==> src/mpwt_pkg.sv <==
// package: offsets, field positions, reset values, modes and carriers
// assumes: a 32-bit AXI4-Lite master with byte addresses in the low 8 bits
package mpwt_pkg;

	// register byte offsets
	localparam logic [7:0] OFF_CTRL = 8'h00;
	localparam logic [7:0] OFF_PSC  = 8'h04;
	localparam logic [7:0] OFF_ARR  = 8'h08;
	localparam logic [7:0] OFF_CNT  = 8'h0c;
	localparam logic [7:0] OFF_STAT = 8'h10;
	localparam logic [7:0] OFF_CLR  = 8'h14;
	localparam logic [7:0] OFF_IE   = 8'h18;
	localparam logic [7:0] OFF_DMAE = 8'h1c;
	localparam logic [7:0] OFF_DT   = 8'h20;
	localparam logic [7:0] OFF_MODE = 8'h24;
	localparam logic [7:0] OFF_CCR0 = 8'h30;

	// control register fields
	localparam int CTRL_EN     = 0;
	localparam int CTRL_DOWN   = 1;
	localparam int CTRL_CENTER = 2;
	localparam int CTRL_OPM    = 3;
	localparam int CTRL_FRZ    = 4;
	localparam int CTRL_SMS    = 5;
	localparam int CTRL_OE     = 7;

	// status, clear, enable and dma-enable bit positions
	localparam int ST_UPD  = 0;
	localparam int ST_CC0  = 1;
	localparam int ST_TRG  = 5;
	localparam int ST_HALL = 6;
	localparam int ST_W    = 7;

	// reset values and bus responses
	localparam logic [31:0] ARR_RST = 32'hffff_ffff;
	localparam logic [1:0]  RESP_OK  = 2'b00;
	localparam logic [1:0]  RESP_ERR = 2'b10;

	typedef enum logic [2:0] {
		CC_OFF, CC_CAP_RISE, CC_CAP_FALL, CC_TOGGLE, CC_PWM
	} mpwt_cc_mode_t;

	typedef enum logic [1:0] {SM_FREE, SM_ENC, SM_TRIG, SM_HALL} mpwt_slave_t;

	typedef struct packed {
		logic        awvalid;
		logic [7:0]  awaddr;
		logic        wvalid;
		logic [31:0] wdata;
		logic [3:0]  wstrb;
		logic        bready;
		logic        arvalid;
		logic [7:0]  araddr;
		logic        rready;
	} mpwt_axi_req_t;

	typedef struct packed {
		logic        awready;
		logic        wready;
		logic        bvalid;
		logic [1:0]  bresp;
		logic        arready;
		logic        rvalid;
		logic [31:0] rdata;
		logic [1:0]  rresp;
	} mpwt_axi_rsp_t;

	typedef struct packed {
		mpwt_axi_rsp_t    rsp;
		logic             aw_held;
		logic [7:0]       awaddr;
		logic             w_held;
		logic [31:0]      wdata;
		logic [3:0]       wstrb;
		logic [7:0]       ctrl;
		logic [15:0]      psc;
		logic [15:0]      pcnt;
		logic [31:0]      arr;
		logic [31:0]      cnt;
		logic             cdown;
		logic [ST_W-1:0]  status;
		logic [ST_W-1:0]  ie;
		logic [ST_W-1:0]  dmae;
		logic [7:0]       dt;
		logic [11:0]      mode;
		logic [3:0][31:0] ccr;
		logic [3:0]       ch_out;
		logic [3:0]       ch_oe;
		logic [3:0]       in_q;
		logic             trig_q;
		logic             trig_out;
		logic             irq;
		logic [ST_W-1:0]  dma_req;
	} mpwt_state_t;

	typedef struct packed {
		logic       ref_q;
		logic [7:0] cnt;
		logic       p;
		logic       n;
	} mpwt_dt_state_t;

endpackage

==> src/mpwt_deadtime.sv <==
// one complementary output pair with dead-time insertion
// assumes: ref is a registered level of the same clock
`timescale 1ns/1ps
module mpwt_deadtime (
	// clock and reset
	input  wire logic       aclk,
	input  wire logic       aresetn,
	// control
	input  wire logic       ref_lvl,
	input  wire logic       en,
	input  wire logic [7:0] dt,
	// pair
	output logic            out_p,
	output logic            out_n
);
	import mpwt_pkg::*;

	mpwt_dt_state_t s;
	mpwt_dt_state_t next_s;

	always_comb begin
		next_s = s;
		if (!en) begin
			next_s.ref_q = ref_lvl;
			next_s.cnt   = 8'h00;
			next_s.p     = 1'b0;
			next_s.n     = 1'b0;
		end else if (ref_lvl != s.ref_q) begin
			// both inactive while the gap runs
			next_s.ref_q = ref_lvl;
			next_s.cnt   = dt;
			next_s.p     = 1'b0;
			next_s.n     = 1'b0;
		end else if (s.cnt != 8'h00) begin
			next_s.cnt = s.cnt - 8'h01;
		end else begin
			next_s.p = ref_lvl;
			next_s.n = !ref_lvl;
		end
	end

	always_ff @(posedge aclk) begin
		if (!aresetn) begin
			s <= '0;
		end else begin
			s <= next_s;
		end
	end

	assign out_p = s.p;
	assign out_n = s.n;

	////////////////////////////////////////////////////////////////////////////
	a_pair_no_overlap: assert property (@(posedge aclk) disable iff (!aresetn)
		!(out_p && out_n))
		else $error("both outputs of the pair active");

	a_pair_gap_rise: assert property (@(posedge aclk) disable iff (!aresetn)
		$rose(out_p) |-> $past(!out_n) && $past(s.cnt) == 8'h00)
		else $error("output rose without a completed dead time");

endmodule

==> src/mpwt_timer.sv <==
// configurable pwm timer: counter, prescaler, channels, dead time, axi4-lite
// assumes: pins synchronous to aclk, one axi write and one read at a time
`timescale 1ns/1ps
module mpwt_timer #(
	parameter int CNT_W     = 16,
	parameter int NUM_CH    = 4,
	parameter int NUM_COMPL = 3,
	parameter bit UP_ONLY   = 1'b0,
	parameter bit HAS_DMA   = 1'b1
) (
	// clock and reset
	input  wire logic                  aclk,
	input  wire logic                  aresetn,
	// register bus
	input  wire mpwt_pkg::mpwt_axi_req_t axi_req,
	output mpwt_pkg::mpwt_axi_rsp_t    axi_rsp,
	// channel pins
	input  wire logic [3:0]            ch_in,
	output logic [3:0]                 ch_out,
	output logic [3:0]                 ch_oe,
	output logic [2:0]                 ch_out_n,
	// system
	input  wire logic                  dbg_halt,
	input  wire logic                  trig_in,
	output logic                       trig_out,
	output logic                       irq,
	output logic [mpwt_pkg::ST_W-1:0]  dma_req
);
	import mpwt_pkg::*;

	localparam logic [32:0] CM33  = (33'h1 << CNT_W) - 33'h1;
	localparam logic [31:0] CMASK = CM33[31:0];

	if (!(CNT_W == 16 || CNT_W == 32) || NUM_CH < 1 || NUM_CH > 4 ||
	    NUM_COMPL < 0 || NUM_COMPL > 3 || NUM_COMPL > NUM_CH) begin : g_bad
		$error("mpwt_timer: unsupported parameter set");
	end

	function automatic logic [31:0] merge(input logic [31:0] old, input logic [31:0] d,
	                                      input logic [3:0] strb);
		logic [31:0] r;
		r = old;
		for (int b = 0; b < 4; b++) begin
			if (strb[b]) begin
				r[8*b +: 8] = d[8*b +: 8];
			end
		end
		return r;
	endfunction

	// {wrapped, new count} for one step
	function automatic logic [32:0] step(input logic [31:0] c, input logic [31:0] a,
	                                     input logic dn);
		logic [32:0] r;
		if (dn) begin
			r = (c == 32'h0) ? {1'b1, a} : {1'b0, c - 32'h1};
		end else begin
			r = (c >= a) ? {1'b1, 32'h0} : {1'b0, c + 32'h1};
		end
		return r;
	endfunction

	mpwt_state_t     s;
	mpwt_state_t     next_s;
	logic            run;
	logic            tick;
	logic            upd;
	logic            wr_fire;
	logic            wr_cnt;
	logic            hit;
	logic [31:0]     wv;
	logic [32:0]     st;
	logic [ST_W-1:0] set;
	logic [ST_W-1:0] clr;
	mpwt_slave_t     sms;
	mpwt_cc_mode_t   m;

	always_comb begin
		next_s  = s;
		tick    = 1'b0;
		upd     = 1'b0;
		set     = '0;
		clr     = '0;
		hit     = 1'b1;
		wr_cnt  = 1'b0;
		st      = '0;
		m       = CC_OFF;
		sms     = mpwt_slave_t'(s.ctrl[CTRL_SMS +: 2]);
		run     = s.ctrl[CTRL_EN] && !(dbg_halt && s.ctrl[CTRL_FRZ]);
		wr_fire = s.aw_held && s.w_held && !s.rsp.bvalid;
		wv      = '0;

		////////////////////////////////////////////////////////////////////////
		// bus write path
		if (axi_req.awvalid && s.rsp.awready) begin
			next_s.aw_held = 1'b1;
			next_s.awaddr  = axi_req.awaddr;
		end
		if (axi_req.wvalid && s.rsp.wready) begin
			next_s.w_held = 1'b1;
			next_s.wdata  = axi_req.wdata;
			next_s.wstrb  = axi_req.wstrb;
		end
		if (s.rsp.bvalid && axi_req.bready) begin
			next_s.rsp.bvalid = 1'b0;
		end
		if (wr_fire) begin
			next_s.aw_held = 1'b0;
			next_s.w_held  = 1'b0;
			case (s.awaddr)
				OFF_CTRL: begin
					wv = merge({24'h0, s.ctrl}, s.wdata, s.wstrb);
					next_s.ctrl = wv[7:0];
					if (UP_ONLY) begin
						next_s.ctrl[CTRL_DOWN]   = 1'b0;
						next_s.ctrl[CTRL_CENTER] = 1'b0;
					end
				end
				OFF_PSC: begin
					wv = merge({16'h0, s.psc}, s.wdata, s.wstrb);
					next_s.psc = wv[15:0];
				end
				OFF_ARR:  next_s.arr = merge(s.arr, s.wdata, s.wstrb) & CMASK;
				OFF_CNT: begin
					wr_cnt = 1'b1;
					wv = merge(s.cnt, s.wdata, s.wstrb) & CMASK;
				end
				OFF_STAT: ;
				OFF_CLR:  clr = s.wstrb[0] ? s.wdata[ST_W-1:0] : '0;
				OFF_IE: begin
					wv = merge({25'h0, s.ie}, s.wdata, s.wstrb);
					next_s.ie = wv[ST_W-1:0];
				end
				OFF_DMAE: begin
					wv = merge({25'h0, s.dmae}, s.wdata, s.wstrb);
					next_s.dmae = wv[ST_W-1:0];
				end
				OFF_DT: begin
					wv = merge({24'h0, s.dt}, s.wdata, s.wstrb);
					next_s.dt = wv[7:0];
				end
				OFF_MODE: begin
					wv = merge({20'h0, s.mode}, s.wdata, s.wstrb);
					next_s.mode = wv[11:0];
				end
				default: begin
					hit = 1'b0;
					for (int i = 0; i < NUM_CH; i++) begin
						if (s.awaddr == OFF_CCR0 + 8'(4 * i)) begin
							hit = 1'b1;
							next_s.ccr[i] = merge(s.ccr[i], s.wdata, s.wstrb) & CMASK;
						end
					end
				end
			endcase
			next_s.rsp.bvalid = 1'b1;
			next_s.rsp.bresp  = hit ? RESP_OK : RESP_ERR;
		end

		////////////////////////////////////////////////////////////////////////
		// bus read path
		if (s.rsp.rvalid && axi_req.rready) begin
			next_s.rsp.rvalid = 1'b0;
		end
		if (axi_req.arvalid && s.rsp.arready) begin
			next_s.rsp.rvalid = 1'b1;
			next_s.rsp.rresp  = RESP_OK;
			case (axi_req.araddr)
				OFF_CTRL: next_s.rsp.rdata = {24'h0, s.ctrl};
				OFF_PSC:  next_s.rsp.rdata = {16'h0, s.psc};
				OFF_ARR:  next_s.rsp.rdata = s.arr;
				OFF_CNT:  next_s.rsp.rdata = s.cnt;
				OFF_STAT: next_s.rsp.rdata = {25'h0, s.status};
				OFF_CLR:  next_s.rsp.rdata = 32'h0;
				OFF_IE:   next_s.rsp.rdata = {25'h0, s.ie};
				OFF_DMAE: next_s.rsp.rdata = {25'h0, s.dmae};
				OFF_DT:   next_s.rsp.rdata = {24'h0, s.dt};
				OFF_MODE: next_s.rsp.rdata = {20'h0, s.mode};
				default: begin
					next_s.rsp.rdata = 32'h0;
					next_s.rsp.rresp = RESP_ERR;
					for (int i = 0; i < NUM_CH; i++) begin
						if (axi_req.araddr == OFF_CCR0 + 8'(4 * i)) begin
							next_s.rsp.rdata = s.ccr[i];
							next_s.rsp.rresp = RESP_OK;
						end
					end
				end
			endcase
		end

		////////////////////////////////////////////////////////////////////////
		// prescaler and counter
		if (run) begin
			if (s.pcnt >= s.psc) begin
				next_s.pcnt = 16'h0;
				tick = 1'b1;
			end else begin
				next_s.pcnt = s.pcnt + 16'h1;
			end
		end
		if (wr_cnt) begin
			next_s.cnt = wv;
		end else if (run && sms == SM_ENC) begin
			// x4 quadrature: a edge up when a differs from b, b edge up when equal
			if (ch_in[0] != s.in_q[0]) begin
				st = step(s.cnt, s.arr, ch_in[0] == ch_in[1]);
			end else if (ch_in[1] != s.in_q[1]) begin
				st = step(s.cnt, s.arr, ch_in[0] != ch_in[1]);
			end else begin
				st = {1'b0, s.cnt};
			end
			{upd, next_s.cnt} = st;
		end else if (tick) begin
			if (s.ctrl[CTRL_CENTER] && !UP_ONLY) begin
				if (s.arr == 32'h0) begin
					next_s.cnt = 32'h0;
				end else if (!s.cdown && s.cnt >= s.arr) begin
					next_s.cdown = 1'b1;
					next_s.cnt   = s.arr - 32'h1;
					upd = 1'b1;
				end else if (s.cdown && s.cnt == 32'h0) begin
					next_s.cdown = 1'b0;
					next_s.cnt   = 32'h1;
					upd = 1'b1;
				end else begin
					next_s.cnt = s.cdown ? s.cnt - 32'h1 : s.cnt + 32'h1;
				end
			end else begin
				st = step(s.cnt, s.arr, s.ctrl[CTRL_DOWN] && !UP_ONLY);
				{upd, next_s.cnt} = st;
			end
		end
		next_s.cnt = next_s.cnt & CMASK;

		// hall sensors: capture the interval and restart
		if (run && sms == SM_HALL && (^ch_in[2:0] != ^s.in_q[2:0])) begin
			set[ST_HALL]  = 1'b1;
			next_s.ccr[0] = s.cnt;
			next_s.cnt    = 32'h0;
		end
		// trigger start from another timer
		if (sms == SM_TRIG && trig_in && !s.trig_q) begin
			set[ST_TRG]          = 1'b1;
			next_s.ctrl[CTRL_EN] = 1'b1;
			next_s.cnt           = 32'h0;
			next_s.pcnt          = 16'h0;
		end
		set[ST_UPD] = upd;
		if (upd && s.ctrl[CTRL_OPM]) begin
			next_s.ctrl[CTRL_EN] = 1'b0;
		end

		////////////////////////////////////////////////////////////////////////
		// channels
		for (int i = 0; i < NUM_CH; i++) begin
			m = mpwt_cc_mode_t'(s.mode[3*i +: 3]);
			unique case (m)
				CC_OFF: ;
				CC_CAP_RISE: begin
					if (ch_in[i] && !s.in_q[i]) begin
						next_s.ccr[i] = s.cnt;
						set[ST_CC0 + i] = 1'b1;
					end
				end
				CC_CAP_FALL: begin
					if (!ch_in[i] && s.in_q[i]) begin
						next_s.ccr[i] = s.cnt;
						set[ST_CC0 + i] = 1'b1;
					end
				end
				CC_TOGGLE: begin
					if (tick && s.cnt == s.ccr[i]) begin
						next_s.ch_out[i] = !s.ch_out[i];
						set[ST_CC0 + i] = 1'b1;
					end
				end
				CC_PWM: begin
					// ccr 0 is always low, ccr above reload always high
					next_s.ch_out[i] = next_s.cnt < s.ccr[i];
					if (tick && s.cnt == s.ccr[i]) begin
						set[ST_CC0 + i] = 1'b1;
					end
				end
				default: ;
			endcase
			next_s.ch_oe[i] = s.ctrl[CTRL_OE] && (m == CC_TOGGLE || m == CC_PWM);
		end

		////////////////////////////////////////////////////////////////////////
		// events, interrupt, dma, trigger out
		next_s.status   = (s.status & ~clr) | set;
		next_s.irq      = |(next_s.status & next_s.ie);
		next_s.dma_req  = HAS_DMA ? (set & s.dmae) : '0;
		next_s.trig_out = upd;
		next_s.in_q     = ch_in;
		next_s.trig_q   = trig_in;
		next_s.rsp.awready = !next_s.aw_held && !next_s.rsp.bvalid;
		next_s.rsp.wready  = !next_s.w_held && !next_s.rsp.bvalid;
		next_s.rsp.arready = !next_s.rsp.rvalid;
	end

	always_ff @(posedge aclk) begin
		if (!aresetn) begin
			s     <= '0;
			s.arr <= ARR_RST & CMASK;
		end else begin
			s <= next_s;
		end
	end

	////////////////////////////////////////////////////////////////////////////
	// outputs and complementary pairs
	assign axi_rsp  = s.rsp;
	assign trig_out = s.trig_out;
	assign irq      = s.irq;
	assign dma_req  = s.dma_req;
	assign ch_oe    = s.ch_oe;

	for (genvar i = 0; i < 4; i++) begin : g_ch
		if (i < NUM_COMPL) begin : g_pair
			mpwt_deadtime u_dt (
				.aclk    (aclk),
				.aresetn (aresetn),
				.ref_lvl (s.ch_out[i]),
				.en      (s.ctrl[CTRL_OE]),
				.dt      (s.dt),
				.out_p   (ch_out[i]),
				.out_n   (ch_out_n[i])
			);
		end else begin : g_single
			assign ch_out[i] = s.ch_out[i];
			if (i < 3) begin : g_nn
				assign ch_out_n[i] = 1'b0;
			end
		end
	end

	////////////////////////////////////////////////////////////////////////////
	a_freeze_hold: assert property (@(posedge aclk) disable iff (!aresetn)
		dbg_halt && s.ctrl[CTRL_FRZ] && sms == SM_FREE && !wr_cnt |=> s.cnt == $past(s.cnt))
		else $error("counter moved while frozen");

	a_presc_step: assert property (@(posedge aclk) disable iff (!aresetn)
		run && sms == SM_FREE && s.pcnt < s.psc |=> s.pcnt == $past(s.pcnt) + 16'h1 && !trig_out)
		else $error("prescaler did not advance");

	a_up_wrap: assert property (@(posedge aclk) disable iff (!aresetn)
		tick && sms == SM_FREE && !s.ctrl[CTRL_CENTER] && (!s.ctrl[CTRL_DOWN] || UP_ONLY)
		&& s.cnt >= s.arr && !wr_cnt |=> s.cnt == 32'h0 && s.status[ST_UPD] && trig_out)
		else $error("up wrap missed update");

	a_down_reload: assert property (@(posedge aclk) disable iff (!aresetn)
		tick && sms == SM_FREE && !s.ctrl[CTRL_CENTER] && s.ctrl[CTRL_DOWN] && !UP_ONLY
		&& s.cnt == 32'h0 && !wr_cnt |=> s.cnt == ($past(s.arr) & CMASK))
		else $error("down count did not reload");

	a_opm_stop: assert property (@(posedge aclk) disable iff (!aresetn)
		upd && s.ctrl[CTRL_OPM] |=> !s.ctrl[CTRL_EN])
		else $error("one-pulse did not stop");

	a_pwm_zero: assert property (@(posedge aclk) disable iff (!aresetn)
		s.mode[2:0] == 3'(CC_PWM) && s.ccr[0] == 32'h0 |=> !s.ch_out[0])
		else $error("zero duty not inactive");

	a_dma_pulse: assert property (@(posedge aclk) disable iff (!aresetn)
		upd && s.dmae[ST_UPD] |=> dma_req[ST_UPD] == HAS_DMA ##1 (!dma_req[ST_UPD] || $past(upd)))
		else $error("dma request wrong");

	a_flag_sticky: assert property (@(posedge aclk) disable iff (!aresetn)
		s.status[ST_UPD] && !(wr_fire && s.awaddr == OFF_CLR) |=> s.status[ST_UPD])
		else $error("status flag lost");

	a_irq_level: assert property (@(posedge aclk) disable iff (!aresetn)
		irq == |(s.status & s.ie))
		else $error("interrupt does not follow enabled status");

endmodule

==> config.mk <==
export PLATFORM = sky130hd
export DESIGN_NAME = mpwt_timer
export DESIGN_NICKNAME = d
export VERILOG_FILES = /design/src/mpwt_pkg.sv /design/src/mpwt_deadtime.sv /design/src/mpwt_timer.sv
export SDC_FILE = /design/constraint.sdc
export NUM_CORES = 1
export LEC_CHECK = 0
export BUFFER_PORTS_ARGS = -buffer_cell sky130_fd_sc_hd__buf_2
export CORE_ASPECT_RATIO = 1.25
export CORE_MARGIN = 4
export CORE_UTILIZATION = 40
export CTS_BUF_LIST = sky130_fd_sc_hd__clkbuf_8
export DETAILED_ROUTE_END_ITERATION = 10
export GPL_TIMING_DRIVEN = 0
export HOLD_SLACK_MARGIN = 0.12
export SLEW_MARGIN = 30
export SYNTH_ARGS = -nofsm -noshare
export SYNTH_HDL_FRONTEND = slang
export SYNTH_SLANG_ARGS = --single-unit
==> constraint.sdc <==
create_clock -name aclk -period 6.23 [get_ports aclk]
set_input_delay 0.9345 -clock aclk [delete_from_list [all_inputs] [get_ports aclk]]
set_output_delay 0.9345 -clock aclk [all_outputs]
set_load 0.01 [all_outputs]
# --- Yosys cells after proc, flatten, opt, wreduce, memory -nomap -nowiden ---
# Index checks and enable logic that the tools add are counted.
# Widths: inputs -> output; s select.
totals:
  regBits: 400
  output_inout_bits: 61
classes:
  n_addsub: 7
  order_cmp: 6
  eq_ne: 64
  n_mux: 145
  n_bitwise: 10
  reduce_logical: 104
op_table:
  columns: ["operator", "count"]
  rows:
  - ["$mux 32", 14]
  - ["$pmux 32 s10", 1]
  - ["$pmux 32 s2", 4]
  - ["$mux 33", 7]
  - ["$mux 8", 23]
  - ["$mux 162", 1]
  - ["$mux 16", 10]
  - ["$mux 34", 4]
  - ["$eq 32x32->1", 4]
  - ["$lt 32x32->1", 4]
  - ["$mux 128", 1]
  - ["$pmux 16 s7", 1]
  - ["$eq 8x6->1 const B", 12]
  - ["$eq 8x5->1 const B", 8]
  - ["$logic_not 32->1", 2]
  - ["$mux 17", 3]
  - ["$mux 1", 47]
  - ["$mux 37", 1]
  - ["$logic_and 1x1->1", 35]
  - ["$mux 35", 1]
  - ["$mux 7", 5]
  - ["$mux 11", 3]
  - ["$add 32x1->32 const B", 1]
  - ["$eq 8x4->1 const B", 4]
  - ["40 further kinds", 140]

# --- Longest topological paths before layout ---
logic_depth:
  ltp_word: 13
  depth_mapped: 24
  ltp_nobuf: 21

# --- Cells and area by module ---
# From an unflattened synthesis, not the netlist that was laid out.
hier_totals:
  cells_unflattened: 2894
  area_unflattened_um2: 22333.9
modules_own_cells:
  columns: ["mod", "instances", "cells_per_inst", "area_each_um2", "seq_area_each_um2"]
  rows:
  - ["mpwt_timer", 1, 2669, 20566.0, 6626.4]
  - ["mpwt_deadtime", 3, 75, 589.3, 220.2]

# --- Worst setup path after synthesis ---
# Ideal clock, no wire load.
synth_timing:
  path_kind: "reg-to-reg"
  start: "reg s[192] in the netlist's numbering"
  end: "reg s[20] in the netlist's numbering"
  setup_time_ps: 74
  t_arrival_ps: 4266
  required_time_ps: 6156
  path_slack_ps: 1890
  path_stages_with_launch: 24
  n_path_buf: 2
  synth_period_minus_slack_ps: 4340
  path_cell_list: "dfxtp_1 > clkbuf_1 > inv_1 > ha_1 > nand2b_1 > a2111oi_2 > o32a_1 > nand2_1 > clkbuf_1 > nor3_1 > a211oi_1 > a211oi_1 > o22ai_1 > a21oi_1 > ha_1 > a21oi_1 > nor2b_1 > o21ai_0 > o21ai_0 > nor2_1 > nor3_1 > o31ai_1 > nand3_1 > a31oi_1"
synth_rtl:
  columns: ["element", "line", "text"]
  rows:
  - ["start, declared", "mpwt_timer.sv:63", "mpwt_state_t s;"]
  - ["start signal, assigned", "mpwt_timer.sv:308", "s <= next_s;"]

==> reports/qor.txt <==
Pwr Total = 4.86 mW
Final Setup Violations = 0
vias in the first global route = 22200
Initial Utilization = 40.5%
CP top delay family = compound AO/OA/AOI/OAI gates
clock period minus worst slack = 6130 ps
die height = 269 microns
Critical Path Sink Type = flip-flop
wire length per cell = 31.8 microns
status = completed
Cell Area, Synth = 21800 sq um
number of synthesized flops with an enable pin = 0
CTS Sinks = 364
root buffer cell = clkbuf_8
Reg area = 7290 sq um
Slowest-stage cell, CP = dfxtp_1
Mean Syn Cell Area = 7.91 sq um
share of layout cells above drive strength 1 = 11.8%
fmax = 163 MHz
crit path max fanout = 10
Final Hold Vio Count = 0
critical path startpoint category = flip-flop
worst hold stages = 3
Die X = 217 microns
Initial DRC Count = 2686
Pleak = 10.0 nW
met3 wire length = 8.90 mm
YS warnings = 0
final wirelength = 118 mm
worst slew pin tran = 1140 ps
sequential area share after synthesis = 33.4%
final slew viol count = 0
crit path cell chain = inv_1 > ha_1 > nand4_1 > or3_1 > o32a_2 > nand2_1 > buf_2 > clkbuf_4 > nor2_1 > a221o_1 > a31oi_2 > nor2_1 > ha_1 > a21oi_1 > nor2b_1 > o21ai_0 > a21oi_1 > o21ai_0 > nand2b_1 > a21oi_1 > o31ai_1 > nor3b_1
filler cell count = 5591
GR Util All Layers = 38.9%
post-layout util = 45.7%
crit path buf inv count = 3
Fin Hold WS = 470 ps
fin area = 24600 sq um
fin crit share = 98.3%
CTS H-Tree Depth = 2
nets = 3096
layout overhead on the synthesized area = 12.9%
Worst Skew = 55.0 ps
DRC = 0
Detail Placement HPWL = 91.5 mm
Slew Limit Headroom = 23.6%
worst hold path class = primary input to flip-flop
vias = 23300
Mapped Cells = 2758
CTS Hold Bufs = 0
Max-cap violations = 0
top cells by area, synth = dfxtp_1 33%, ha_1 5.9%, a21oi_1 4.9%, nand2_1 4.7%, nor2_1 4.6%
M1 WL = 40.6 mm
Yosys reg bits = 364
port bufs = 105
drt pass-1 iters = 7
worst-case clock buffer depth = 3
WL met2 = 54.5 mm
dpl ws = -344 ps
Unique masters post-synth = 93
FF-to-FF path depth = 22
Max rail drop VDD = 200 uV
cell repeated most along the worst path = a21oi_1
RSZ-0062 raised after global routing = false
num rows = 95
Placed Area = 23400 sq um
total grt overflow = 0
largest net degree at the start of global routing = 18
Inserted Clock Buffers = 61
initial antenna violation count = 1
total setup buffers inserted after CTS = 0
top layer reached by signal wires = met4
DRT antenna net count = 0
Placed Cells = 3594
ys flop type = dfxtp_1
CTS tree = yes
worst setup margin = 105 ps
share of the synthesized area in the top cell type = 33.4%
Crit Path Class = flip-flop to flip-flop
Worst Path Required = 6810 ps
delay of the slowest critical-path stage = 580 ps
Synth area leader = dfxtp_1
worst-skew pair later-pin latency = 720 ps
post-synthesis async set-or-reset flop share = 0%
area of the multi-input gates = 13000 sq um
Worst-path clk slew = 60 ps
setup TNS = 0 ps
final non-filler cell total = 3701
Vias per Instance = 6.30
PwrDens = 197 nW/um^2
Critical Path AT = 6710 ps
first-pass GRT wire length = 163 mm
IO Count = 126
area of the die = 58400 sq um
core area = 53800 sq um
Placer Congestion = 1.03
critical path depth in cells = 22
[worst register-to-register path: cells and delay by family, from the launching register on]
family | cells | cell delay, ps
flip-flops | 1 | 580
adder cells (fa/ha/maj) | 2 | 590
AND/OR/NAND/NOR | 8 | 1700
AO/OA/AOI/OAI | 9 | 2310
buffers and inverters | 3 | 830
[registers in the layout, summed over array words and instances, names as in the netlist, 3 cells and up]
name and flops:
g_ch.g_pair.u_dt.out_p 3, axi_rsp 39, ch_oe 4, dma_req 7, m 3, s 275, g_ch.g_pair.u_dt.s 27, g_ch.g_pair.u_dt.out_n 3
[per-layer routing]
layer / vias up / global-route usage, %
li1: 10200 / -
met1: 11200 / 41.8
met3: 516 / 6.18
met2: 1457 / 66.1
met5: - / 0
met4: 0 / 35.0
[power breakdown]
group | switching (mW) | internal [mW]
Clock | 1.07 | 1.07
Combinational | 0.255 | 0.0902
Sequential | 0.0260 | 2.35
[path summary, 6_finish.rpt]
kind,from,slack (ps),to
setup / recovery,s[232],100,s[18]
hold / removal,axi_req[48],470,s[333]
setup reg to reg,s[232],100,s[18]
hold reg to reg,axi_rsp[37],470,axi_rsp[37]
[kinds of logic (layout without fill, tap and decap cells)]
family | count (synthesis) | in the layout | share of synthesized area (%)
fa+ha+maj | 103 | 103 | 5.91
simple gates | 1010 | 1010 | 22.6
other cells | 1 | 3 | 0.0172
flops | 364 | 364 | 33.4
mux | 90 | 90 | 4.17
compound gates | 685 | 685 | 20.9
xor+xnor | 135 | 135 | 5.45
buf+inv | 370 | 584 | 7.59
[Yosys cell counts, drive strengths merged (65+ instances only)]
cell / number
mux2i: 86
a21oi: 215
and2: 86
buf: 84
ha: 103
nand2: 282
xnor2: 90
dfxtp: 364
nor3: 65
inv: 124
nor2: 269
clkbuf: 161
o21ai: 104
nand3: 101
a211oi: 80
[placed cells by master (no fill, tap or decap), types with 18 or more instances in the layout]
cell type,synthesis,layout
inv_1,124,148
a31oi_1,32,31
a311oi_1,20,20
a22oi_1,50,50
and3_1,20,20
a222oi_1,18,18
clkbuf_8,0,74
and2_1,86,86
nand2_1,276,276
a211oi_1,79,77
nor2_1,268,263
mux2i_1,85,85
a21oi_1,215,213
nand3_1,101,101
clkbuf_1,161,150
a221oi_1,23,23
ha_1,103,103
xnor2_1,90,89
o21ai_0,97,95
buf_4,63,65
buf_2,12,117
nor3_1,64,58
xor2_1,44,44
nor4_1,37,36
o211ai_1,25,25
nand4_1,46,46
dfxtp_1,364,361
[layout make-up]
cell class	instances	area share [%]
Buffer	243	4.85
Clock buffer	74	4.14
Antenna cell	1	0.0102
Multi-Input combinational cell	2025	52.9
Clock inverter	34	0.651
Timing Repair Buffer	108	2.24
Tap cell	727	3.69
Inverter	125	1.91
Sequential cell	364	29.6
[repair_timing]
item | CTS | global route
pin swaps | 0 | 0
endpoints found under the hold margin | 0 | 0
endpoints found under the setup margin | 4 | 3
gates resized for setup | 7 | 14
(Power assumes the default switching activity.)
